### src/abx_pkg.sv
// package for the bit and arithmetic instruction execution block
package abx_pkg;
  // opcode encodings of the 14-bit instruction word
  localparam logic [5:0] OP_ADD_FILE = 6'h07;
  localparam logic [5:0] OP_AND_FILE = 6'h05;
  localparam logic [6:0] OP_ZERO_FILE = 7'h03;
  localparam logic [3:0] OP_CLR_BIT = 4'h4;
  localparam logic [3:0] OP_SET_BIT = 4'h5;
  localparam logic [3:0] OP_SKIP_ZERO = 4'h6;
  localparam logic [3:0] OP_SKIP_ONE = 4'h7;
  localparam logic [4:0] OP_ADD_LIT = 5'h1f;
  localparam logic [5:0] OP_AND_LIT = 6'h39;
  // instruction word field positions
  localparam int DEST_BIT = 7;
  localparam int BIT_IDX_LSB = 7;
  // oscillator periods per instruction cycle
  localparam int OSC_PER_CYCLE = 4;
  localparam logic [1:0] PHASE_LAST = 2'h3;
  // reset values
  localparam logic [7:0] ACC_RESET = 8'h00;
  localparam logic [1:0] BANK_RESET = 2'h0;

  // flags carried together
  typedef struct packed {
    logic carry;
    logic halfCarry;
    logic zero;
  } abx_flags_t;

  // file-space write request
  typedef struct packed {
    logic en;
    logic [8:0] addr;
    logic [7:0] data;
  } abx_fwrite_t;

  // execution state, one-hot
  typedef enum logic [1:0] {
    ST_EXEC = 2'b01,
    ST_NOP = 2'b10
  } abx_state_t;
endpackage

### src/abx_exec.sv
// execution unit for add, and, clear, bit set/clear and bit-test-skip instructions
// Operation
// - add_literal_op adds an 8-bit literal to the accumulator, keeps the sum there and updates carry, half carry, zero.
// - and_file_op ands the accumulator with the addressed file register to the chosen destination, only zero changes.
// - destination bit 0 sends the result to the accumulator, 1 sends it back to the file register.
// - add_file_op adds accumulator and file register to the chosen destination and updates carry, half carry, zero.
// - clear_file_bit_op clears one indexed bit of the file register, nothing else changes.
// - set_file_bit_op sets one indexed bit of the file register, nothing else changes.
// - and_literal_op ands the accumulator with an 8-bit literal into the accumulator, only zero changes.
// - skip_if_bit_one_op discards the next instruction as a no-op when the tested bit is one.
// - skip_if_bit_zero_op discards the next instruction as a no-op when the tested bit is zero.
// - zero_file_op loads zero into the file register and sets the zero flag.
// - an instruction cycle is four oscillator periods, and a taken skip adds a no-op cycle.
// - read-modify-write on a port register reads the pin levels instead of the output latch.
module abx_exec #(
  parameter int BANK_W = 2
) (
  input wire logic clock,
  input wire logic resetn,
  input wire logic clkEn,
  input wire logic instrValid,
  input wire logic [13:0] instrWord,
  input wire logic [BANK_W-1:0] bankSel,
  input wire logic [7:0] fileLatch,
  input wire logic [7:0] portPins,
  input wire logic fileIsPort,
  output logic [BANK_W+6:0] readAddr,
  output abx_pkg::abx_fwrite_t fileWrite,
  output logic [7:0] accOut,
  output abx_pkg::abx_flags_t flagsOut,
  output logic instrDone,
  output logic squashNext
);
  // oscillator phase counter, one instruction per four periods
  logic [1:0] phase_q;
  wire cycleEnd = clkEn && (phase_q == abx_pkg::PHASE_LAST);
  always_ff @(posedge clock or negedge resetn) begin
    if (!resetn) phase_q <= 2'h0;
    else if (clkEn) phase_q <= phase_q + 2'h1;
  end

  // instruction decode
  wire isAddFile = instrWord[13:8] == abx_pkg::OP_ADD_FILE;
  wire isAndFile = instrWord[13:8] == abx_pkg::OP_AND_FILE;
  wire isZeroFile = instrWord[13:7] == abx_pkg::OP_ZERO_FILE;
  wire isClrBit = instrWord[13:10] == abx_pkg::OP_CLR_BIT;
  wire isSetBit = instrWord[13:10] == abx_pkg::OP_SET_BIT;
  wire isSkipZero = instrWord[13:10] == abx_pkg::OP_SKIP_ZERO;
  wire isSkipOne = instrWord[13:10] == abx_pkg::OP_SKIP_ONE;
  wire isAddLit = instrWord[13:9] == abx_pkg::OP_ADD_LIT;
  wire isAndLit = instrWord[13:8] == abx_pkg::OP_AND_LIT;
  wire destFile = instrWord[abx_pkg::DEST_BIT];
  wire [2:0] bitIdx = instrWord[abx_pkg::BIT_IDX_LSB +: 3];
  wire [7:0] literal = instrWord[7:0];

  // full data address from bank and operand
  assign readAddr = {bankSel, instrWord[6:0]};

  // port registers modify from the pins, not the latch
  wire [7:0] fileVal = fileIsPort ? portPins : fileLatch;

  // state
  abx_pkg::abx_state_t state_q, state_d;
  logic [7:0] acc_q, acc_d;
  abx_pkg::abx_flags_t flags_q, flags_d;
  abx_pkg::abx_fwrite_t fw_q, fw_d;

  function automatic logic [7:0] bitMask(input logic [2:0] idx);
    bitMask = 8'h01 << idx;
  endfunction

  // adder shared by both add forms
  wire [7:0] addOperand = isAddLit ? literal : fileVal;
  wire [8:0] sum = {1'b0, acc_q} + {1'b0, addOperand};
  wire [4:0] lowSum = {1'b0, acc_q[3:0]} + {1'b0, addOperand[3:0]};
  wire [7:0] andResult = acc_q & (isAndLit ? literal : fileVal);
  wire testedBit = fileVal[bitIdx];
  wire skipTaken = (isSkipOne && testedBit) || (isSkipZero && !testedBit);
  wire inExec = state_q == abx_pkg::ST_EXEC;
  wire doExec = cycleEnd && inExec && instrValid;

  // next-state, accumulator, flags and file write
  always_comb begin
    state_d = state_q;
    acc_d = acc_q;
    flags_d = flags_q;
    fw_d = '0;
    fw_d.addr = readAddr;
    if (cycleEnd) begin
      case (state_q)
        abx_pkg::ST_EXEC: begin
          if (instrValid) begin
            if (isAddLit) begin
              acc_d = sum[7:0];
              flags_d = '{carry: sum[8], halfCarry: lowSum[4], zero: sum[7:0] == 8'h00};
            end else if (isAndLit) begin
              acc_d = andResult;
              flags_d.zero = andResult == 8'h00;
            end else if (isAddFile || isAndFile) begin
              fw_d.data = isAddFile ? sum[7:0] : andResult;
              if (destFile) fw_d.en = 1'b1;
              else acc_d = fw_d.data;
              flags_d.zero = fw_d.data == 8'h00;
              if (isAddFile) begin
                flags_d.carry = sum[8];
                flags_d.halfCarry = lowSum[4];
              end
            end else if (isZeroFile) begin
              fw_d.en = 1'b1;
              fw_d.data = 8'h00;
              flags_d.zero = 1'b1;
            end else if (isClrBit) begin
              fw_d.en = 1'b1;
              fw_d.data = fileVal & ~bitMask(bitIdx);
            end else if (isSetBit) begin
              fw_d.en = 1'b1;
              fw_d.data = fileVal | bitMask(bitIdx);
            end
            if (skipTaken) state_d = abx_pkg::ST_NOP;
          end
        end
        abx_pkg::ST_NOP: state_d = abx_pkg::ST_EXEC;
        default: state_d = abx_pkg::ST_EXEC;
      endcase
    end
  end

  // registers; fileWrite, accOut and flagsOut come straight from flops, instrDone and squashNext are combinational
  always_ff @(posedge clock or negedge resetn) begin
    if (!resetn) begin
      state_q <= abx_pkg::ST_EXEC;
      acc_q <= abx_pkg::ACC_RESET;
      flags_q <= '0;
      fw_q <= '0;
    end else if (clkEn) begin
      state_q <= state_d;
      acc_q <= acc_d;
      flags_q <= flags_d;
      fw_q <= fw_d;
    end
  end

  assign fileWrite = fw_q;
  assign accOut = acc_q;
  assign flagsOut = flags_q;
  // one instruction retires per cycle end; the squashed slot is the no-op
  assign instrDone = doExec;
  assign squashNext = doExec && skipTaken;

  // checks; expectations rebuilt from sampled operands so a broken adder cannot hide; bit checks reuse bitMask
  // three quiet edges follow every cycle end, however long the enable stays low
  a_phase_period: assert property (@(posedge clock) disable iff (!resetn)
    cycleEnd |=> !cycleEnd [*3]) else $error("cycle end off phase");
  // a low enable must freeze accumulator, flags, state and phase count
  a_enable_hold: assert property (@(posedge clock) disable iff (!resetn)
    !clkEn |=> acc_q == $past(acc_q) && flags_q == $past(flags_q) && phase_q == $past(phase_q)
      && state_q == $past(state_q)) else $error("state moved while disabled");

  // literal forms
  a_add_lit_sum: assert property (@(posedge clock) disable iff (!resetn)
    doExec && isAddLit |=> acc_q == 8'($past(acc_q) + $past(literal)) && flags_q.zero == (acc_q == 8'h00)
      && flags_q.carry == (({1'b0, $past(acc_q)} + {1'b0, $past(literal)}) > 9'h0ff))
    else $error("literal add wrong");
  a_lit_half: assert property (@(posedge clock) disable iff (!resetn)
    doExec && isAddLit |=>
      flags_q.halfCarry == (({1'b0, $past(acc_q[3:0])} + {1'b0, $past(literal[3:0])}) > 5'h0f))
    else $error("literal half carry wrong");
  a_and_lit_zero: assert property (@(posedge clock) disable iff (!resetn)
    doExec && isAndLit |=> acc_q == ($past(acc_q) & $past(literal)) && flags_q.zero == (acc_q == 8'h00)
      && flags_q.carry == $past(flags_q.carry) && flags_q.halfCarry == $past(flags_q.halfCarry))
    else $error("literal and wrong");

  // file forms and their destination
  a_dest_file: assert property (@(posedge clock) disable iff (!resetn)
    doExec && (isAddFile || isAndFile) && destFile |=> fileWrite.en && acc_q == $past(acc_q))
    else $error("file destination wrong");
  a_dest_acc: assert property (@(posedge clock) disable iff (!resetn)
    doExec && isAddFile && !destFile |=> !fileWrite.en && acc_q == 8'($past(acc_q) + $past(fileVal)))
    else $error("accumulator destination wrong");
  a_and_file_flags: assert property (@(posedge clock) disable iff (!resetn)
    doExec && isAndFile |=> flags_q.zero == (($past(acc_q) & $past(fileVal)) == 8'h00)
      && flags_q.carry == $past(flags_q.carry) && flags_q.halfCarry == $past(flags_q.halfCarry))
    else $error("file and flags wrong");
  a_add_file_half: assert property (@(posedge clock) disable iff (!resetn)
    doExec && isAddFile |=>
      flags_q.halfCarry == (({1'b0, $past(acc_q[3:0])} + {1'b0, $past(fileVal[3:0])}) > 5'h0f)
      && flags_q.carry == (({1'b0, $past(acc_q)} + {1'b0, $past(fileVal)}) > 9'h0ff))
    else $error("file add flags wrong");
  a_zero_file_set: assert property (@(posedge clock) disable iff (!resetn)
    doExec && isZeroFile |=> flags_q.zero && fileWrite.en && fileWrite.data == 8'h00)
    else $error("zero file wrong");

  // bit forms leave every flag alone
  a_bit_clear: assert property (@(posedge clock) disable iff (!resetn)
    doExec && isClrBit |=> fileWrite.data == ($past(fileVal) & ~bitMask($past(bitIdx)))
      && flags_q == $past(flags_q)) else $error("bit clear wrong");
  a_bit_set: assert property (@(posedge clock) disable iff (!resetn)
    doExec && isSetBit |=> fileWrite.data == ($past(fileVal) | bitMask($past(bitIdx)))
      && flags_q == $past(flags_q)) else $error("bit set wrong");

  // a taken skip squashes the whole next slot, a kept one squashes nothing
  a_skip_nop: assert property (@(posedge clock) disable iff (!resetn)
    doExec && isSkipOne && fileVal[bitIdx] |-> squashNext ##1 (!instrDone [*4]))
    else $error("skip slot executed");
  a_skip_zero: assert property (@(posedge clock) disable iff (!resetn)
    doExec && isSkipZero && !fileVal[bitIdx] |-> squashNext ##1 (!instrDone [*4]))
    else $error("clear skip missed");
  a_skip_kept: assert property (@(posedge clock) disable iff (!resetn)
    doExec && ((isSkipOne && !fileVal[bitIdx]) || (isSkipZero && fileVal[bitIdx])) |-> !squashNext)
    else $error("skip taken wrongly");
  a_skip_flags: assert property (@(posedge clock) disable iff (!resetn)
    doExec && (isSkipOne || isSkipZero) |=> flags_q == $past(flags_q) && acc_q == $past(acc_q))
    else $error("skip changed state");

  // read-modify-write of a port must start from the pins
  a_port_read: assert property (@(posedge clock) disable iff (!resetn)
    doExec && isClrBit && fileIsPort |=> fileWrite.data == ($past(portPins) & ~bitMask($past(bitIdx))))
    else $error("port latch used");
  // the written address carries the bank
  a_bank_addr: assert property (@(posedge clock) disable iff (!resetn)
    doExec && (isZeroFile || isClrBit || isSetBit) |=>
      fileWrite.addr == {$past(bankSel), $past(instrWord[6:0])})
    else $error("bank missing");

  // main scenarios
  c_skip_taken: cover property (@(posedge clock) disable iff (!resetn) squashNext);
  c_add_carry: cover property (@(posedge clock) disable iff (!resetn) doExec && isAddFile && sum[8]);
  c_port_rmw: cover property (@(posedge clock) disable iff (!resetn) doExec && isClrBit && fileIsPort);
  c_dest_acc: cover property (@(posedge clock) disable iff (!resetn) doExec && isAddFile && !destFile);
  c_enable_hold: cover property (@(posedge clock) disable iff (!resetn)
    !clkEn && instrValid && phase_q == abx_pkg::PHASE_LAST);
endmodule

### config.mk
export PLATFORM = sky130hd
export DESIGN_NAME = abx_exec
export DESIGN_NICKNAME = d
export VERILOG_FILES = /design/src/abx_pkg.sv /design/src/abx_exec.sv
export SDC_FILE = /design/constraint.sdc
export NUM_CORES = 1
export LEC_CHECK = 0
export BUFFER_PORTS_ARGS = -buffer_cell sky130_fd_sc_hd__buf_2
export CAP_MARGIN = 20
export CORE_UTILIZATION = 45
export DETAILED_ROUTE_END_ITERATION = 8
export PLACE_DENSITY_LB_ADDON = 0.08
export REMOVE_ABC_BUFFERS = 1
export SLEW_MARGIN = 20
export SYNTH_ARGS = -nofsm -noshare
export SYNTH_HDL_FRONTEND = slang
export SYNTH_SLANG_ARGS = --single-unit
export TNS_END_PERCENT = 1
### constraint.sdc
create_clock -name clock -period 4.7 [get_ports clock]
set_clock_uncertainty 0.1 [all_clocks]
set_input_delay 1.41 -clock clock [delete_from_list [all_inputs] [get_ports clock]]
set_output_delay 1.41 -clock clock [all_outputs]
set_load 0.005 [all_outputs]
==> results by group, run 1 <==
Outcome
  – Failing checks: negative setup slack
  – Run status: finished, violations left

Worst setup path
  – Max FO, Critical Path: 11
  – CP Capture Type: primary output
  – Critical path launch point type: primary input
  – CP Data Arrival Time: 3.23 ns
  – Critical path type: in -> out
  – Cells on worst reg2reg path: 9
  – WP data required: 3.19 ns

Job
  – Number of max-cap violations: 0

Floorplan
  – Die width: 79.9 um
  – Die height: 79.9 um
  – DIE AREA: 6390 um2
  – Starting Density: 46.4%
  – Core ar.: 5890 um2
  – IO Count: 77
  – Rows: 28

Timing
  – Period utilisation layout: 101%
  – Finish-stage setup viols: 1
  – Max-Slew Margin vs Limit: 49.1%
  – Final Hold Viols: 0
  – RSZ-0062 raised after global routing: yes
  – Tmin final: 4.74 ns
  – PnR worst setup slack: -0.0435 ns
  – Final Max Slew Viols: 0
  – Worst-Margin Slew: 0.763 ns
  – Peak Freq: 211 MHz

Routing
  – Number of remaining DRC errors: 0
  – Vias per cell: 5.86
  – Via count: 2774
  – DRT Pass-1 Iters: 5
  – DRT Wirelength: 8.20 mm
  – DRT antenna net count: 0
  – WL/cell: 17.3 um
  – Starting DRT DRC Count: 243

Layout
  – Layout Area Growth over Synthesis: 24.7%
  – Ratio of cells with drive above 1 in the final layout: 35.4%
  – # nets final: 446
  – Register area: 827 um2
  – Commonest non-fill, non-tap cells in the layout: buf_2 (74), nor2_1 (42), dfrtp_1 (32)
  – Filler instances: 556
  – Final core occ: 57.9%
  – Inserted Diodes: 0
  – Multi-input logic area: 1780 um2
  – Commonest non-fill, non-tap cell in the layout: buf_2

Clocking
  – Cts hold-fix bufs: 0
  – Clock buffer depth: 2
  – Total CTS buffers: 5
  – Clk root buf: clkbuf_8
  – H-tree depth: 2
  – Clock-pin slew on the worst setup and hold paths: 0.07 ns
  – CTS tree: done
  – Skew-Pair Late Insertion Delay: 0.28 ns
  – Clk sinks: 33

Yosys
  – Syn_area_per_cell: 8.76 um2
  – Yosys top cell by area: dfrtp_1
  – Post-synth top area share: 29.3%
  – Part of the Yosys area used for sequential elements: 30.3%
  – Async SR Flop Fraction: 100%
  – Yosys Warn Count: 0
  – Syn Std Cell Area: 2730 um2
  – Post-Syn Instances: 312
  – Number of synthesized flops with an enable pin: 0
  – #FFs+latches synth: 33
  – Distinct cells, synth: 59
  – Top_reg_cell synth: dfrtp_1
  – Top cells by area, synth: dfrtp_1 (29%), mux2_2 (7.8%), nor2_1 (5.8%)

Global routing
  – Largest net degree at the start of global routing: 34
  – Grt total ovfl: 0
  – Vias in the first global route: 2614
  – GRT Total Usage: 27.1%
  – Initial antenna violation count: 0
  – First-pass GRT wire length: 13.1 mm

Min path
  – Worst min path class: reg -> reg
  – Worst hold stages: 1

Power and ir drop
  – Power Density: 348 nW/um2
  – Maximum vdd drop: 0.000210 V
  – Static Leak: 0.00167 uW

Placed design
  – GPL Wtd Cong: 0.934
  – DP HPWL: 6.32 mm
  – Setup slack at placement: -0.256 ns
  – PortBufs: 76
cells by family (layout without fill, tap and decap cells):
logic type                 after synthesis  count (layout)  synth area share, %
AOI/OAI and AO/OA                       85              85                 21.7
xor gates and xnor gates                 6               6                 1.92
adders and majority gates               12              12                 5.77
buffers and inverters                   31             117                 6.04
DFF                                     33              33                 30.3
muxes                                   36              36                 15.0
and+or+nand+nor                        109             109                 19.4
through the flow:
stage               TNS (ns)  instance area [um2]  instances  total power, uW  hold WS [ns]
floorplan                  0                 2600        290              727         0.345
global placement      -0.243                 3260        465              941         0.360
detailed placement    -0.256                 3260        465              952         0.364
CTS                  -0.0545                 3400        473             1190         0.376
global route          -0.120                 3410        473             1280         0.395
finish               -0.0435                 3410        473             1190         0.371
flip-flops by register name (all words and copies together), names as in the netlist:
| name | flops |
|---|---|
| flagsOut | 3 |
| accOut | 8 |
| state_q | 2 |
| fileWrite | 18 |
| phase_q | 2 |
Yosys cell counts (all sizes together) (5+ instances only):
cell type  count
nand3         10
dfrtp         32
clkbuf         9
nand2         24
xor2           5
mux2i         15
a21oi         23
buf           13
nor2          42
ha            11
o2bb2ai        7
mux2          19
o22ai          6
o21ai         12
nor3           8
inv            8
worst max-delay path, cell delays in order:
cell and delay, ns:
buf_12 0.13, mux2_4 0.31, mux4_2 0.47, mux2i_2 0.20, xnor2_1 0.11, or4_4 0.45
inv_2 0.07, buf_6 0.08
path summary, 6_finish.rpt:
| check | startpoint | to | slack, ns |
|---|---|---|---|
| hold / removal | phase_q[0] | phase_q[0] | 0.37 |
| max in group asynchronous | resetn | fileWrite[1] | 2.92 |
| hold reg to reg | phase_q[0] | phase_q[0] | 0.37 |
| min in group asynchronous | resetn | flagsOut[2] | 1.09 |
| setup / recovery | fileIsPort | squashNext | -0.04 |
| setup reg to reg | accOut[0] | flagsOut[0] | 1.79 |
what timing repair did:
action / 4_1_cts / 5_1_grt
setup buffers: 0 / 0
setup endpoints to repair: 1 / 1
pin swaps: 1 / 1
gates resized for setup: 14 / 2
endpoints found under the hold margin: 0 / 0
cloned: 0 / 0
cell type report:
type                    instances  area share [%]
clock inverters                 1           0.220
inverters                       9           0.991
repair buffers                100            17.1
multi-input cells             248            52.2
flip-flops and latches         33            24.3
clock buffers                   7            2.53
well taps                      75            2.75
power breakdown:
part	total, uW	internal [uW]	switching [uW]
combinational	558	260	298
clock	227	119	108
sequential	400	336	64.8
routing by layer:
layer / track usage [%] / part of all wire (%) / up-vias
met5: 0 / 0 / -
met4: 8.75 / 2.4 / 0
met3: 5.03 / 7.4 / 17
met2: 43.0 / 45 / 121
met1: 36.9 / 45 / 1312
li1: - / - / 1324
Power figures use the tool's default switching activity.
==> run 2: changes to the inputs <==
Settings changed: RECOVER_POWER from default to 25.
==> run 2 against run 1 <==
The flow finishes with violations (max-capacitance violations, max-slew violations, negative setup slack). Sequential share of layout area about the same. Final cell count unchanged. Register-to-register slack about the same.
==> results by group, run 2 (synthesized netlist as in run 1, its figures left out) <==
Worst setup path
  – Critical R2R Launch: accOut[0]
  – Critical path cell sequence: buf_12 > mux2_4 > mux4_2 > mux2i_2 > xnor2_1 > or4_4 > inv_2 > buf_6
  – R2R Path End: flagsOut[0]
  – Critical path launch point type: primary input
  – CP max-delay cell: mux4_2
  – CP Data Arrival Time: 3.23 ns
  – CP peak stage delay: 0.47 ns
  – Cells on worst reg2reg path: 9
  – WP data required: 3.19 ns
  – Critical path type: in -> out
  – CP Capture Type: primary output
  – FF-to-FF setup slack: 1.79 ns
  – Max FO, Critical Path: 11

Job
  – Number of max-cap violations: 1

Timing
  – Finish-stage setup viols: 1
  – PnR worst setup slack: -0.0435 ns
  – Setup_tns: -0.0435 ns
  – Period utilisation layout: 101%
  – Minimum hold slack: 0.371 ns
  – Peak Freq: 211 MHz
  – Tmin final: 4.74 ns
  – Worst-Margin Slew: 1.83 ns
  – Max-Slew Margin vs Limit: -22.1%
  – RSZ-0062 raised after global routing: yes
  – Final Max Slew Viols: 34
  – Final Hold Viols: 0

Power and ir drop
  – Maximum vdd drop: 0.000210 V
  – Power Density: 348 nW/um2
  – Static Leak: 0.00167 uW
  – Power Total: 1190 uW

Placed design
  – PortBufs: 76
  – GPL Wtd Cong: 0.934
  – Setup slack at placement: -0.256 ns
  – DP HPWL: 6.32 mm

Routing
  – WL/cell: 17.3 um
  – DRT antenna net count: 0
  – DRT Wirelength: 8.20 mm
  – DRT Pass-1 Iters: 5
  – Via count: 2774
  – Vias per cell: 5.86
  – Starting DRT DRC Count: 243
  – Number of remaining DRC errors: 0

Clocking
  – Clk root buf: clkbuf_8
  – Clk sinks: 33
  – Skew-Pair Late Insertion Delay: 0.28 ns
  – CTS tree: done
  – Cts hold-fix bufs: 0
  – Clock buffer depth: 2
  – # Post-CTS Setup Buffers: 0
  – H-tree depth: 2
  – Total CTS buffers: 5
  – Clock-pin slew on the worst setup and hold paths: 0.07 ns

Layout
  – Commonest non-fill, non-tap cells in the layout: buf_2 (72), nor2_1 (42), dfrtp_1 (32)
  – Layout Area Growth over Synthesis: 24.6%
  – Commonest non-fill, non-tap cell in the layout: buf_2
  – Ratio of cells with drive above 1 in the final layout: 34.9%
  – Inserted Diodes: 0
  – Final core occ: 57.9%
  – # nets final: 446
  – Filler instances: 558
  – Number of flip-flops in the largest register: 18

Global routing
  – Initial antenna violation count: 0
  – Grt total ovfl: 0
  – Vias in the first global route: 2614
  – Busiest metal layer after global routing: met2
  – First-pass GRT wire length: 13.1 mm
  – GRT Total Usage: 27.1%
  – Met3 usage: 5.03%
  – M1 GR Usage: 36.9%
  – Largest net degree at the start of global routing: 34
  – GR Util met2: 43.0%

Min path
  – Worst hold stages: 1
  – Worst min path class: reg -> reg
  – WHS Endpoint: phase_q[0]
  – Hold path start: phase_q[0]

Floorplan
  – Rows: 28
  – Starting Density: 46.4%
  – Core ar.: 5890 um2
  – Die height: 79.9 um
  – IO Count: 77
  – Die width: 79.9 um
  – DIE AREA: 6390 um2

Outcome
  – Run status: finished, violations left
  – Failing checks: max-capacitance violations, max-slew violations, negative setup slack
==> run 2: cell types whose count changed in the layout (fill, tap and decap cells not counted) <==
cell      delta
buf_2        -2
clkbuf_1     +2
==> run 2: layer usage <==
layer | part of all wire [%] | vias up
met4 | 2.4 | 0
met1 | 45 | 1312
met5 | 0 | -
li1 | - | 1324
met2 | 45 | 121
met3 | 7.4 | 17
==> run 2: how the worst max path moves through the flow <==
| stage | startpoint | end |
|---|---|---|
| after detailed placement | fileIsPort | squashNext |
| final | fileIsPort | squashNext |
| after global routing | fileIsPort | squashNext |
| after CTS | fileIsPort | squashNext |
| after floorplan | fileIsPort | squashNext |
| after global placement | fileIsPort | squashNext |
==> run 2: through the flow <==
step	instance area, um2	instances
2_1_floorplan	2600	290
3_3_place_gp	3260	465
3_5_place_dp	3260	465
4_1_cts	3400	473
5_1_grt	3410	473
6_report	3410	473
==> run 2: worst max-delay path, delay by kind of cell <==
kind	cells	cell delay (ns)
multiplexers	3	0.98
XOR/XNOR	1	0.11
AND/OR/NAND/NOR	1	0.45
buffers and inverters	3	0.28
==> run 2: timing repair <==
action,in CTS,in global routing
gates resized for setup,14,2
pin swaps,1,1
setup endpoints to repair,1,1
hold endpoints to repair,0,0
==> run 2: report_power, final <==
group	total (uW)	switching [uW]	internal, uW
registers	400	64.8	336
clock network	227	108	119
logic	558	298	260
==> run 2: layout make-up <==
class                   count  area, um2  share of cell area [%]
clock inverters             1       7.51                   0.220
inverters                   9       33.8                   0.992
multi-input cells         248       1780                    52.2
flip-flops and latches     33        827                    24.3
well taps                  75       93.8                    2.75
clock buffers               7       86.3                    2.53
repair buffers            100        579                    17.0
